==> src/core/sadc_params.svh <==
`ifndef SADC_PARAMS_SVH
`define SADC_PARAMS_SVH
`define SADC_FRAME_CLOCKS 16
`define SADC_AZ_CLOCKS 3
`define SADC_RES_BITS 12
`define SADC_CLK_MHZ 100
`define SADC_POR_TIME_US 2500
`define SADC_POR_CYCLES (`SADC_POR_TIME_US * `SADC_CLK_MHZ)
`define SADC_CNT_W 5
`endif

==> src/core/sadc_pkg.sv <==
`default_nettype none
package sadc_pkg;
  typedef enum logic [3:0] {
    SADC_POR = 4'b0001,
    SADC_TRACK = 4'b0010,
    SADC_CONV = 4'b0100,
    SADC_TAIL = 4'b1000
  } sadc_state_t;
  typedef struct packed {
    logic dataOut;
    logic dataOeN;
  } sadc_pin_t;
  typedef struct packed {
    logic compPowered;
    logic arrayHold;
    logic autoZero;
  } sadc_analog_t;
endpackage : sadc_pkg
`default_nettype wire

==> src/core/sadc_serial_readout.sv <==
// What this block and its host do
// Chip select high keeps comparator off and array tracking.
// Chip select falling edge freezes the array and starts a frame.
// Host supplies sixteen serial clocks per full frame.
// First three clocks power up and auto-zero the comparator.
// One clock per result bit, twelve or ten bits.
// Each decision appears on the output one clock after it is made.
// On clock fifteen comparator powers down and array tracks again.
// Final decision is driven during the sixteenth clock.
// After last bit output is zero until chip select rises, then released.
// Output changes on serial clock falling edges.
// Host samples data on serial clock rising edges.
// Host runs serial clock between 10 kHz and 18 MHz.
// Internal reset about 2.5 ms after power; no conversion before.
// Host performs one dummy conversion after reset and discards it.
// Dummy frame is about 1 us at 18 MHz.
// Host allows at least 200 ns of tracking before next frame.
// Early chip select rise gives reduced resolution and early low power.
// Results are two's complement, sign bit set for negative values.
// Result bits leave most significant bit first.
`timescale 1ns/1ps
`default_nettype none
`include "sadc_params.svh"
module sadc_serial_readout
  import sadc_pkg::*;
#(
  parameter int RES_BITS = `SADC_RES_BITS,
  parameter int POR_CYCLES = `SADC_POR_CYCLES,
  parameter int BUF_DEPTH = 2
) (
  // Clock and reset
  input wire logic sys_clk,
  input wire logic rst_n,
  // Serial pins from host
  input wire logic chipSelectN,
  input wire logic serial_clock_pin,
  // Comparator decision from analog core
  input wire logic compDecision,
  // Serial data pin
  output logic serial_result_out,
  output logic serialOeN,
  // Analog core control
  output sadc_analog_t analogCtl,
  output logic porDone,
  // Completed result word
  output logic [RES_BITS-1:0] resultWord,
  output logic resultValid,
  input wire logic resultReady
);
  localparam int CNT_W = `SADC_CNT_W;
  localparam logic [CNT_W-1:0] AZ_END = CNT_W'(`SADC_AZ_CLOCKS);
  localparam logic [CNT_W-1:0] DEC_END = CNT_W'(`SADC_AZ_CLOCKS + RES_BITS);
  localparam logic [CNT_W-1:0] FRAME_END = CNT_W'(`SADC_FRAME_CLOCKS);

  // Two-stage synchronisers
  logic [1:0] csSync_q, sckSync_q;
  logic csPrev_q, sckPrev_q;
  // Reset to the idle-high level of both pins so no false edge follows reset
  always_ff @(posedge sys_clk) begin
    if (!rst_n) begin
      csSync_q <= 2'h3;
      sckSync_q <= 2'h3;
      csPrev_q <= 1'h1;
      sckPrev_q <= 1'h1;
    end else begin
      csSync_q <= {csSync_q[0], chipSelectN};
      sckSync_q <= {sckSync_q[0], serial_clock_pin};
      csPrev_q <= csSync_q[1];
      sckPrev_q <= sckSync_q[1];
    end
  end
  wire csLow = ~csSync_q[1];
  wire csFall = csPrev_q & ~csSync_q[1];
  wire sckFall = sckPrev_q & ~sckSync_q[1];

  // Power-on reset timer; long count kept as parameter for simulation
  logic [31:0] porCnt_q;
  wire porEnd = (porCnt_q == 32'(POR_CYCLES - 1));

  sadc_state_t state_q, state_d;
  logic [CNT_W-1:0] clkCnt_q, clkCnt_d;
  logic [RES_BITS-1:0] sar_q, sar_d;
  logic pendBit_q, pendBit_d;
  sadc_pin_t pin_q, pin_d;
  logic push_d;

  // Falling-edge count within the frame; decisions occupy clocks 4..15
  wire inDecide = (clkCnt_q >= AZ_END) && (clkCnt_q < DEC_END);
  wire lastDecision = (clkCnt_q == DEC_END - 1'b1);
  // With RES_BITS of 10 the final bit leaves on clock 14 instead
  wire [CNT_W-1:0] clkCntInc = clkCnt_q + 1'b1;

  // Frame sequencer
  always_comb begin
    state_d = state_q;
    clkCnt_d = clkCnt_q;
    sar_d = sar_q;
    pendBit_d = pendBit_q;
    pin_d = pin_q;
    push_d = 1'b0;
    case (state_q)
      SADC_POR: begin
        if (porEnd) state_d = SADC_TRACK;
      end
      SADC_TRACK: begin
        pin_d = '{dataOut: 1'b0, dataOeN: 1'b1};
        if (csFall) begin
          state_d = SADC_CONV;
          clkCnt_d = '0;
          pin_d = '{dataOut: 1'b0, dataOeN: 1'b0};
        end
      end
      SADC_CONV: begin
        if (!csLow) begin
          state_d = SADC_TRACK;
          pin_d.dataOeN = 1'b1;
        end else if (sckFall) begin
          clkCnt_d = clkCntInc;
          // Previous decision driven now, one clock late
          pin_d.dataOut = (clkCnt_q > AZ_END) ? pendBit_q : 1'b0;
          if (inDecide) begin
            pendBit_d = compDecision;
            sar_d = {sar_q[RES_BITS-2:0], compDecision};
          end
          if (lastDecision) begin
            state_d = SADC_TAIL;
            push_d = 1'b1;
          end
        end
      end
      SADC_TAIL: begin
        if (!csLow) begin
          state_d = SADC_TRACK;
          pin_d.dataOeN = 1'b1;
        end else if (sckFall) begin
          if (clkCnt_q < FRAME_END) clkCnt_d = clkCntInc;
          // Final bit on the next clock, then zeros
          pin_d.dataOut = (clkCnt_q == DEC_END) ? pendBit_q : 1'b0;
        end
      end
      default: state_d = SADC_POR;
    endcase
  end

  // Comparator power and array hold follow state only; auto-zero also uses the clock count
  wire convPhase = (state_q == SADC_CONV);
  wire azPhase = convPhase && (clkCnt_q < AZ_END);
  sadc_analog_t analog_d;
  assign analog_d = '{compPowered: convPhase, arrayHold: convPhase, autoZero: azPhase};

  // Two-entry buffer for result words
  localparam int BCNT_W = $clog2(BUF_DEPTH) + 1;
  logic [RES_BITS-1:0] bufMem_q [BUF_DEPTH];
  logic [BCNT_W-1:0] bufCnt_q;
  logic bufRd_q, bufWr_q;
  wire bufFull = (bufCnt_q == BCNT_W'(BUF_DEPTH));
  wire bufEmpty = (bufCnt_q == '0);
  // A word arriving while full is dropped; the host clock cannot be stalled
  wire doPush = push_d & ~bufFull;
  wire doPop = resultValid & resultReady;
  // Pointers wrap by toggling, which ties the buffer to two entries
  wire bufRdNext = doPop ? ~bufRd_q : bufRd_q;
  wire bufPopLast = doPop && (bufCnt_q == BCNT_W'(1));
  wire [BCNT_W-1:0] bufCntNext = bufCnt_q + BCNT_W'(doPush) - BCNT_W'(doPop);

  always_ff @(posedge sys_clk) begin
    if (!rst_n) begin
      state_q <= SADC_POR;
      porCnt_q <= 32'h0;
      clkCnt_q <= '0;
      sar_q <= '0;
      pendBit_q <= 1'b0;
      pin_q <= '{dataOut: 1'b0, dataOeN: 1'b1};
      analogCtl <= '0;
      porDone <= 1'b0;
    end else begin
      state_q <= state_d;
      if (!porEnd && state_q == SADC_POR) porCnt_q <= porCnt_q + 32'h1;
      clkCnt_q <= clkCnt_d;
      sar_q <= sar_d;
      pendBit_q <= pendBit_d;
      pin_q <= pin_d;
      analogCtl <= analog_d;
      porDone <= (state_d != SADC_POR);
    end
  end
  assign serial_result_out = pin_q.dataOut;
  assign serialOeN = pin_q.dataOeN;

  genvar gi;
  generate
    for (gi = 0; gi < BUF_DEPTH; gi++) begin : gBuf
      always_ff @(posedge sys_clk) begin
        if (!rst_n) bufMem_q[gi] <= '0;
        else if (doPush && bufWr_q == 1'(gi)) bufMem_q[gi] <= sar_d;
      end
    end
  endgenerate

  always_ff @(posedge sys_clk) begin
    if (!rst_n) begin
      bufCnt_q <= '0;
      bufRd_q <= 1'b0;
      bufWr_q <= 1'b0;
    end else begin
      if (doPush) bufWr_q <= ~bufWr_q;
      bufRd_q <= bufRdNext;
      bufCnt_q <= bufCntNext;
    end
  end

  // Word and valid registered so the consumer sees flop outputs only
  always_ff @(posedge sys_clk) begin
    if (!rst_n) begin
      resultValid <= 1'b0;
      resultWord <= '0;
    end else begin
      resultValid <= !bufEmpty && !bufPopLast;
      resultWord <= bufMem_q[bufRdNext];
    end
  end
endmodule : sadc_serial_readout
`default_nettype wire

==> config.mk <==
export PLATFORM = sky130hd
export DESIGN_NAME = sadc_serial_readout
export DESIGN_NICKNAME = d
export VERILOG_FILES = /design/src/core/sadc_pkg.sv /design/src/core/sadc_serial_readout.sv
export VERILOG_INCLUDE_DIRS = /design/src /design/src/core
export SDC_FILE = /design/constraint.sdc
export NUM_CORES = 1
export LEC_CHECK = 0
export BUFFER_PORTS_ARGS = -buffer_cell sky130_fd_sc_hd__buf_4
export CAP_MARGIN = 20
export CORE_MARGIN = 2
export CORE_UTILIZATION = 55
export DETAILED_ROUTE_END_ITERATION = 10
export GPL_ROUTABILITY_DRIVEN = 0
export GPL_TIMING_DRIVEN = 1
export PLACE_DENSITY_LB_ADDON = 0.1
export SYNTH_ARGS = -nofsm -noshare
export SYNTH_HDL_FRONTEND = slang
export SYNTH_SLANG_ARGS = --single-unit
==> constraint.sdc <==
create_clock -name sys_clk -period 2.45 [get_ports sys_clk]
set_clock_uncertainty 0.1 [all_clocks]
set_input_delay 0.245 -clock sys_clk [delete_from_list [all_inputs] [get_ports sys_clk]]
set_output_delay 0.245 -clock sys_clk [all_outputs]
set_load 0.02 [all_outputs]
==> results of run 1 <==
[what timing repair did]
item                       CTS  global route
hold buffers                 2             0
hold endpoints to repair     2             0
setup endpoints to repair   20             1
gates cloned                 0             0
gates resized for setup      1             3
[sequential cells by signal, summed over array words and instances (netlist names), 4 cells and up]
signal      cells
bufMem_q       24
porCnt_q       32
clkCnt_q        5
resultWord     12
state_q         4
sar_q          12
[metal layers]
| metal | GRT usage | vias to the layer above |
|---|---|---|
| li1 | - | 1647 |
| met1 | 0.255 | 1528 |
| met2 | 0.313 | 37 |
| met3 | 0.0296 | 9 |
| met4 | 0.0553 | 0 |
| met5 | 0 | - |
[how the worst min path moves through the flow]
stage | depth (start not counted) | start | endpoint
6_report | 3 | compDecision | pendBit_q
5_1_grt | 3 | compDecision | pendBit_q
4_1_cts | 3 | compDecision | pendBit_q
3_5_place_dp | 1 | csSync_q[0] | csSync_q[1]
3_3_place_gp | 1 | csSync_q[0] | csSync_q[1]
2_1_floorplan | 1 | chipSelectN | csSync_q[0]
[cell type report]
| class | count | area share |
|---|---|---|
| tap | 105 | 0.0249 |
| clock buffer | 9 | 0.0235 |
| timing repair buffer | 42 | 0.0608 |
| multi-input combinational | 311 | 0.417 |
| inverter | 17 | 0.0121 |
| clock inverter | 7 | 0.0133 |
| sequential | 106 | 0.448 |
[report_power, final]
group	internal, mW	total, mW	switching [mW]
registers	1.82	1.83	0.0135
logic	0.0498	0.109	0.0596
clock network	0.401	1.05	0.653
[synth_stat cells (2+ instances only)]
cell and number:
nand4_1 9, o21a_1 3, nor2b_1 29, nand2b_1 9, nand4_2 2, ha_1 6
a21boi_1 8, nand2_1 18, o211ai_1 3, nand3_1 8, and4_1 4, and3_1 3
inv_1 17, o21ai_1 6, nor4b_1 4, buf_6 3, xnor2_1 14, buf_2 7
xor2_1 14, and2_1 28, and4_2 2, o21ai_0 12, clkbuf_1 11, nor2_1 38
a21oi_1 7, nand3b_1 4, nor3_1 6, or3_1 9, mux2i_1 25, nor3_2 9
nor4_1 7, edfxtp_1 24, and3_2 2, a211oi_1 3, nor4b_4 2, dfxtp_1 82
[cells by family after synthesis]
logic type,Yosys count,synth area share
adders and majority gates,6,0.0158
muxes,26,0.0559
xor gates and xnor gates,28,0.0517
and+or+nand+nor,203,0.268
buffers and inverters,41,0.0419
DFF,106,0.498
AOI/OAI and AO/OA,48,0.0691
[through the flow]
stage | worst slack, ns | instances | instance area, um^2 | TNS [ns]
2_1_floorplan | 0.0879 | 458 | 4740 | 0
3_3_place_gp | 0.0995 | 579 | 5040 | 0
3_5_place_dp | -0.0331 | 579 | 5040 | -0.0802
4_1_cts | 0.0585 | 597 | 5260 | 0
5_1_grt | 0.00301 | 597 | 5270 | 0
6_report | 0.191 | 597 | 5270 | 0
[critical path: cells and delay by family, from the launching register on]
family,cells,cell delay [ns]
adder cells (fa/ha/maj),2,0.45
buffers and inverters,2,0.11
flip-flops,1,0.37
XOR/XNOR,2,0.25
AND/OR/NAND/NOR,4,0.88
==> flow_summary.yaml, run 1 <==
run_status:
  status: "finished, final reports clean"
floorplanning:
  io_pins: 25
  num_rows: 33
  initial_core_util: 0.572
  die_w_um: 96.9
  dieHeight_um: 96.9
  die_area_um2: 9390
  core_um2: 8300
setup_path:
  cp_slowest_cell: "dfxtp_1"
  path_class: "flop to flop"
  crit_path_end: "bufCnt_q[1]"
  crit_path_cell_trace: "nor3b_2 > and4_1 > and3_2 > inv_1 > ha_1 > inv_1 > ha_1 > xnor2_1 > xnor2_1 > and2_1"
  start_kind: "flop"
  critPathLaunch: "clkCnt_q[4]"
  regToRegStartpoint: "clkCnt_q[4]"
  arrival_ns: 2.42
  r2r-end: "bufCnt_q[1]"
  end_kind: "flop"
  cp.required_ns: 2.61
  regToRegSetupSlack_ns: 0.19
  cp_max_fo: 5
  reg2reg_depth: 10
  cpPeakStageDelay_ns: 0.37
cts:
  cts-buffers-inserted: 9
  clock-sinks: 106
  cts_max_level: 3
  cts_setup_buffers: 0
  clockBufferDepth: 2
  clkTransAtPathRegs_ns: 0.11
  insertion_delay_ns: 0.37
  cts_tree: "done"
  clockRootBuffer: "clkbuf_8"
route:
  wl_mm: 8.49
  met3WireLength_um: 185
  drtIter0Drc: 83
  wl_met2_mm: 4.01
  dr.max_layer_used: "met4"
  drtAntennaViolNets: 0
  drc_errors: 0
  vias: 3221
  m1WireLength_mm: 4.20
  wire_per_inst_um: 14.2
  drt-pass1-iter-count: 4
  avgViaCountPerCell: 5.40
layout:
  area_delta_synth_final_pct: 11.0
  num_antenna_cells: 0
  register_area_um2: 2360
  fill_cells: 688
  layout_commonest_cell: "dfxtp_1"
  layout_common_cells: "82 x dfxtp_1, 40 x buf_4, 38 x nor2_1, 29 x nor2b_1, 28 x and2_1"
  final_core_util: 0.635
  nNetsFinal: 499
  multi_input_area_um2: 2200
  drive_gt1_frac: 0.173
global_route:
  grt_overflow: 0
  grt_pass1_wl_mm: 14.6
  antenna_found_initial: 0
  grt_pass1_vias: 3128
  grt_max_degree: 58
  groute.usage.overall: 0.188
power:
  leakage_nw: 2.03
  p_per_area_nw_per_um2: 569
  max-vdd-ir-drop_mv: 0.304
  finalPower_mw: 3.00
sta:
  worst_slew_pin_slew_ns: 0.558
  period_needed_ns: 2.26
  setup_viol: 0
  max_slew_margin: 0.627
  fin_hold_ws_ns: 0.0582
  fin_crit_sh: 0.922
  drv_slew: 0
  fmax_ghz: 0.443
  hold_viol: 0
  rsz0062_at_grt: "false"
synth:
  async_reset_ff_frac: 0
  synth_area_leader_cell: "dfxtp_1"
  synth_ff_type: "dfxtp_1"
  synth_cell_type_count: 56
  ys_warn_count: 0
  syn_avg_cell_area_um2: 10.4
  synth_edf_count: 24
  yosys-top-cells-area: "dfxtp_1 35%, edfxtp_1 15%, mux2i_1 5.3%"
  synth_cells: 458
  syn-cell-area_um2: 4740
  ys_ff_latch: 106
  seq_area_frac_synth: 0.498
  synth_top_area_frac: 0.346
  syn_nets: 470
placed_design:
  dp_hpwl_mm: 5.78
  port_buffers: 24
run:
  drv_cap: 0
hold_path:
  hold_path_class: "primary input to flop"
(Power assumes the default switching activity.)
==> inputs of run 2 (changes only) <==
--- a/config.mk
+++ b/config.mk
@@ -16,2 +16,3 @@
 export PLACE_DENSITY_LB_ADDON = 0.1
+export RECOVER_POWER = 25
 export SYNTH_ARGS = -nofsm -noshare
--- a/constraint.sdc
+++ b/constraint.sdc
@@ -4,2 +4,2 @@
 set_output_delay 0.245 -clock sys_clk [all_outputs]
-set_load 0.02 [all_outputs]
+set_load 0.1 [all_outputs]
==> run 2 against run 1 <==
  * Total power increased by 1.9%
  * Final cell count unchanged
  * First-iteration DRC count decreased by 3.6%
  * Global-route usage unchanged
  * Via count about the same
  * Design area decreased by 1.6%
  * Largest power group unchanged
==> flow_summary.yaml, run 2 (synthesis results as in run 1) <==
run_status:
  status: "finished, final reports clean"
global_route:
  grt_pass1_wl_mm: 14.6
  groute.usage.overall: 0.188
  grt_overflow: 0
  grt_max_degree: 58
  antenna_found_initial: 0
  grt_pass1_vias: 3128
route:
  drt-pass1-iter-count: 4
  wl_mm: 8.49
  drc_errors: 0
  wire_per_inst_um: 14.2
  avgViaCountPerCell: 5.40
  vias: 3224
  drtAntennaViolNets: 0
  drtIter0Drc: 80
cts:
  cts_max_level: 3
  cts_setup_buffers: 0
  clock-sinks: 106
  cts_tree: "done"
  insertion_delay_ns: 0.37
  cts-buffers-inserted: 9
  clkTransAtPathRegs_ns: 0.11
  clockBufferDepth: 2
  clockRootBuffer: "clkbuf_8"
layout:
  largest_reg_flops: 32
  layout_common_cells: "82 x dfxtp_1, 38 x nor2_1, 29 x nor2b_1, 28 x and2_1, 25 x mux2i_1"
  nNetsFinal: 499
  register_area_um2: 2360
  fill_cells: 715
  fin_cells: 597
  largestRegisters: "porCnt_q: 32 flops, bufMem_q: 24 flops"
  regMostFlops: "porCnt_q"
  num_antenna_cells: 0
  drive_gt1_frac: 0.128
  final_core_util: 0.625
  area_delta_synth_final_pct: 9.31
  layout_commonest_cell: "dfxtp_1"
  multi_input_area_um2: 2200
placed_design:
  port_buffers: 24
  dp_hpwl_mm: 5.78
  place_inst: 579
sta:
  fmax_ghz: 0.442
  setup_viol: 0
  worst_slew_pin_slew_ns: 1.17
  max_slew_margin: 0.220
  rsz0062_at_grt: "false"
  drv_slew: 0
  fin_crit_sh: 0.924
  hold_viol: 0
  period_needed_ns: 2.26
hold_path:
  min_path_cells: 3
  hold_path_class: "primary input to flop"
  holdCritStartpoint: "compDecision"
  min_to: "pendBit_q"
setup_path:
  crit_path_cell_trace: "nor3b_2 > and4_1 > and3_2 > inv_1 > ha_1 > inv_1 > ha_1 > xnor2_1 > xnor2_1 > and2_1"
  cp.required_ns: 2.61
  path_class: "flop to flop"
  r2r-end: "bufCnt_q[1]"
  arrival_ns: 2.43
  crit_family: "simple AND/OR/NAND/NOR gates"
  start_kind: "flop"
  end_kind: "flop"
  crit_buf_inv: 2
  reg2reg_depth: 10
  cp_max_fo: 5
  cpPeakStageDelay_ns: 0.37
  regToRegStartpoint: "clkCnt_q[4]"
  regToRegSetupSlack_ns: 0.19
  cp_slowest_cell: "dfxtp_1"
floorplanning:
  die_w_um: 96.9
  io_pins: 25
  initial_core_util: 0.572
  dieHeight_um: 96.9
  core_um2: 8300
  die_area_um2: 9390
  num_rows: 33
power:
  finalPower_mw: 3.05
  max-vdd-ir-drop_mv: 0.304
  p_per_area_nw_per_um2: 589
  leakage_nw: 1.94
run:
  drv_cap: 0
==> run 2: cell count changes in the layout (fill, tap and decap cells not counted), sizes merged <==
cell,before,now
clkbuf,9,31
buf,40,18
==> run 2: cell type report <==
cell class	count	area share
repair buffers	42	0.0458
well taps	105	0.0253
inverters	17	0.0123
clock inverters	7	0.0135
multi-input cells	311	0.424
clock buffers	9	0.0239
flip-flops and latches	106	0.455
==> run 2: layer usage <==
layer	global-route usage	part of all wire
met5	0	0
met1	0.255	0.49
met4	0.0553	0.011
met3	0.0296	0.023
met2	0.313	0.47
==> run 2: worst reg2reg max path, stage by stage (launching register included) <==
cell and delay [ns]:
dfxtp_1 0.37, nor3b_2 0.22, and4_1 0.27, and3_2 0.24, inv_1 0.07, ha_1 0.27
inv_1 0.04, ha_1 0.18, xnor2_1 0.13, xnor2_1 0.12, and2_1 0.15
==> run 2: how the worst max path moves through the flow <==
stage | from | end | slack (ns) | cells after the start
floorplan | state_q[2] | bufMem_q[0][0] | 0.09 | 6
global placement | clkCnt_q[4] | bufCnt_q[1] | 0.1 | 10
detailed placement | state_q[3] | bufMem_q[0][1] | -0.03 | 5
CTS | clkCnt_q[4] | bufCnt_q[1] | 0.06 | 10
global route | clkCnt_q[4] | bufCnt_q[1] | 0.003 | 10
finish | clkCnt_q[4] | bufCnt_q[1] | 0.19 | 10
==> run 2: where the power goes <==
group          switching (mW)  internal, mW
Clock                   0.652         0.401
Combinational           0.128        0.0398
Sequential             0.0132          1.82
==> run 2: metrics by stage <==
| step | setup WS, ns | hold slack [ns] | TNS, ns | cell area (um^2) |
|---|---|---|---|---|
| after floorplan | 0.0879 | 0.246 | 0 | 4740 |
| after global placement | 0.0995 | 0.290 | 0 | 5040 |
| after detailed placement | -0.0331 | 0.300 | -0.0802 | 5040 |
| after CTS | 0.0585 | 0.0493 | 0 | 5260 |
| after global routing | 0.00299 | 0.0813 | 0 | 5190 |
| final | 0.186 | 0.0594 | 0 | 5190 |
==> run 2: what timing repair did <==
action,4_1_cts,5_1_grt
endpoints found under the setup margin,20,1
resized for setup,1,3
hold buffers,2,0
endpoints found under the hold margin,2,0
gates cloned,0,0
==> inputs of run 3 (changes only) <==
- ABC_AREA: unset -> 1
- PLACE_DENSITY: unset -> 0.75
- PLACE_DENSITY_LB_ADDON: 0.1 -> unset
==> run 3 against run 2 <==
  * Sequential power is essentially flat
  * Register-to-register slack gained 0.05 ns
  * Worst setup slack gained 0.054 ns
  * Fmax grew 2.4%
  * Critical path type unchanged
  * Largest cell class is now multi-input gates
  * Largest power group unchanged
  * Highest routed layer unchanged
==> flow_summary.yaml, run 3 <==
run_status:
  status: "finished, final reports clean"
sta:
  fmax_ghz: 0.452
  max_slew_margin: 0.222
  fin_crit_sh: 0.902
  rsz0062_at_grt: "false"
  setup_tns_ns: 0
  worst_slew_pin_slew_ns: 1.17
  drv_slew: 0
  hold_viol: 0
  setup_viol: 0
  period_needed_ns: 2.21
cts:
  clock-sinks: 106
  cts-buffers-inserted: 9
  cts_max_level: 3
  cts_tree: "done"
  insertion_delay_ns: 0.38
  clockBufferDepth: 2
  clkTransAtPathRegs_ns: 0.12
  clockRootBuffer: "clkbuf_8"
  cts_resized: 0
global_route:
  groute.usage.overall: 0.233
  grt_pass1_wl_mm: 19.3
  grt_overflow: 0
  grt_pass1_vias: 4246
  grt_max_degree: 31
  antenna_found_initial: 0
power:
  finalPower_mw: 3.10
  leakage_nw: 2.27
  power.net_switching_mw: 0.838
  max-vdd-ir-drop_mv: 0.377
  p_per_area_nw_per_um2: 543
  combPwrFrac: 0.054
  p_sw_frac: 0.270
  clockPowerShare: 0.354
  power.internal_mw: 2.26
  pwr-share-seq: 0.592
placed_design:
  port_buffers: 24
  place_area_um2: 5550
  dp_hpwl_mm: 8.12
synth:
  syn_avg_cell_area_um2: 6.90
  synth_top_family_by_area: "simple AND/OR/NAND/NOR gates"
  synth_ff_type: "dfxtp_1"
  yosys.area_share.simple: 0.351
  synth_xor_area_frac: 0.0200
  synth_cells: 762
  syn-cell-area_um2: 5260
  synth_most_common_cell: "nand2_1"
  ys_ff_latch: 106
  synth_area_leader_cell: "dfxtp_1"
  syn_nets: 774
  synth_cell_type_count: 30
  ys_warn_count: 0
  seq_area_frac_synth: 0.449
  synth_top_area_frac: 0.312
  synth_adder_area_share: 0.0143
  yosys-top-cells-area: "dfxtp_1 31%, nand2_1 16%, edfxtp_1 14%"
  synth_compound_area_frac: 0.0721
  synth_common_cells: "223 x nand2_1, 118 x nor2_1, 95 x inv_1, 82 x dfxtp_1, 63 x nand3_1"
  synth_edf_count: 24
  synth_mux_area_frac: 0
  async_reset_ff_frac: 0
hold_path:
  hold_path_class: "primary input to flop"
  min_to: "pendBit_q"
  min_path_cells: 3
  holdCritStartpoint: "compDecision"
setup_path:
  cp.required_ns: 2.66
  crit_path_cell_trace: "ha_1 > nand3_1 > nor2_1 > nand2_1 > nor2_1 > nor2_2 > nand2_1 > a21oi_1"
  cp_slowest_cell: "nor2_2"
  cpPeakStageDelay_ns: 0.62
  regToRegStartpoint: "porCnt_q[0]"
  reg2reg_depth: 8
  end_kind: "flop"
  start_kind: "flop"
  regToRegSetupSlack_ns: 0.24
  cp_max_fo: 18
  path_class: "flop to flop"
  arrival_ns: 2.42
  r2r-end: "porCnt_q[26]"
layout:
  layout_commonest_cell: "nand2_1"
  num_antenna_cells: 0
  nNetsFinal: 800
  fill_cells: 865
  largest_reg_flops: 32
  largestRegisters: "porCnt_q: 32 flops, bufMem_q: 24 flops"
  register_area_um2: 2360
  layout_common_cells: "223 x nand2_1, 119 x nor2_1, 95 x inv_1, 82 x dfxtp_1, 63 x nand3_1"
  area_delta_synth_final_pct: 8.59
  multi_input_area_um2: 2400
  design_area_um2: 5710
  regMostFlops: "porCnt_q"
  drive_gt1_frac: 0.0605
floorplanning:
  initial_core_util: 0.569
  die_w_um: 102
  io_pins: 25
  core_um2: 9240
  num_rows: 35
  die_area_um2: 10400
  dieHeight_um: 102
route:
  wl_mm: 11.4
  vias: 4737
  drtIter0Drc: 277
  drtAntennaViolNets: 0
  wire_per_inst_um: 12.3
  avgViaCountPerCell: 5.14
  drc_errors: 0
  drt-pass1-iter-count: 5
run:
  drv_cap: 0
run 3: changes by cell type after synthesis, sizes merged, moves of 9 or more:
cell	before	now
inv	17	97
nor3	15	1
nor2	38	124
nor2b	29	0
mux2i	25	0
xnor2	14	5
or3	9	0
and2	29	0
a21oi	7	52
nand3	9	64
nand2b	9	0
nand2	18	226
run 3: cell type report:
type                    instances  share of cell area
flip-flops and latches        106               0.414
well taps                     129              0.0283
repair buffers                 38              0.0370
clock buffers                   9              0.0217
inverters                      98              0.0644
multi-input cells             535               0.421
clock inverters                 7              0.0140
run 3: cells by family (layout without fill, tap and decap cells):
family,count (synthesis),count (layout)
DFF,106,106
xor gates and xnor gates,12,12
and+or+nand+nor,442,442
AOI/OAI and AO/OA,75,75
buffers and inverters,121,152
adders and majority gates,6,6
run 3: how the worst max path moves through the flow:
stage / slack [ns] / start / cells after the start / endpoint
6_report: 0.24 / porCnt_q[0] / 8 / porCnt_q[26]
4_1_cts: 0.23 / porCnt_q[0] / 8 / porCnt_q[26]
5_1_grt: 0.007 / clkCnt_q[0] / 13 / bufCnt_q[1]
3_5_place_dp: 0.27 / porCnt_q[0] / 8 / porCnt_q[26]
2_1_floorplan: 0.30 / resultValid / 8 / bufCnt_q[1]
3_3_place_gp: 0.35 / clkCnt_q[0] / 13 / bufCnt_q[1]
run 3: metrics by stage:
stage	setup WS, ns	utilization	cells	hold slack, ns
after floorplan	0.296	-	762	0.252
after global placement	0.348	0.601	902	0.295
after detailed placement	0.268	0.601	902	0.303
after CTS	0.226	0.625	920	0.0794
after global routing	0.00676	0.618	922	0.131
final	0.239	0.618	922	0.121
run 3: power groups by stage:
stage	registers [mW]	logic, mW	clock network (mW)
2_1_floorplan	1.96	0.0533	0
4_1_cts	1.84	0.179	1.12
6_report	1.84	0.167	1.10
3_3_place_gp	1.88	0.175	0
5_1_grt	1.84	0.181	1.19
3_5_place_dp	1.88	0.176	0
run 3: timing repair:
action                                  in CTS  in global routing
hold endpoints to repair                     2                  0
endpoints found under the setup margin       0                  1
hold buffers                                 2                  0
buffers inserted                             0                  2
run 3: worst max-delay path: cells and delay by family (launching register included):
| family | cells | cell delay (ns) |
|---|---|---|
| AOI/OAI and AO/OA | 1 | 0.18 |
| DFF | 1 | 0.39 |
| and+or+nand+nor | 6 | 1.14 |
| adders and majority gates | 1 | 0.30 |
run 3: per-layer routing:
layer | global-route usage | wire length (um)
met1 | 0.341 | 5610
met2 | 0.356 | 4960
met3 | 0.0386 | 632
met4 | 0.0665 | 158
met5 | 0 | 0
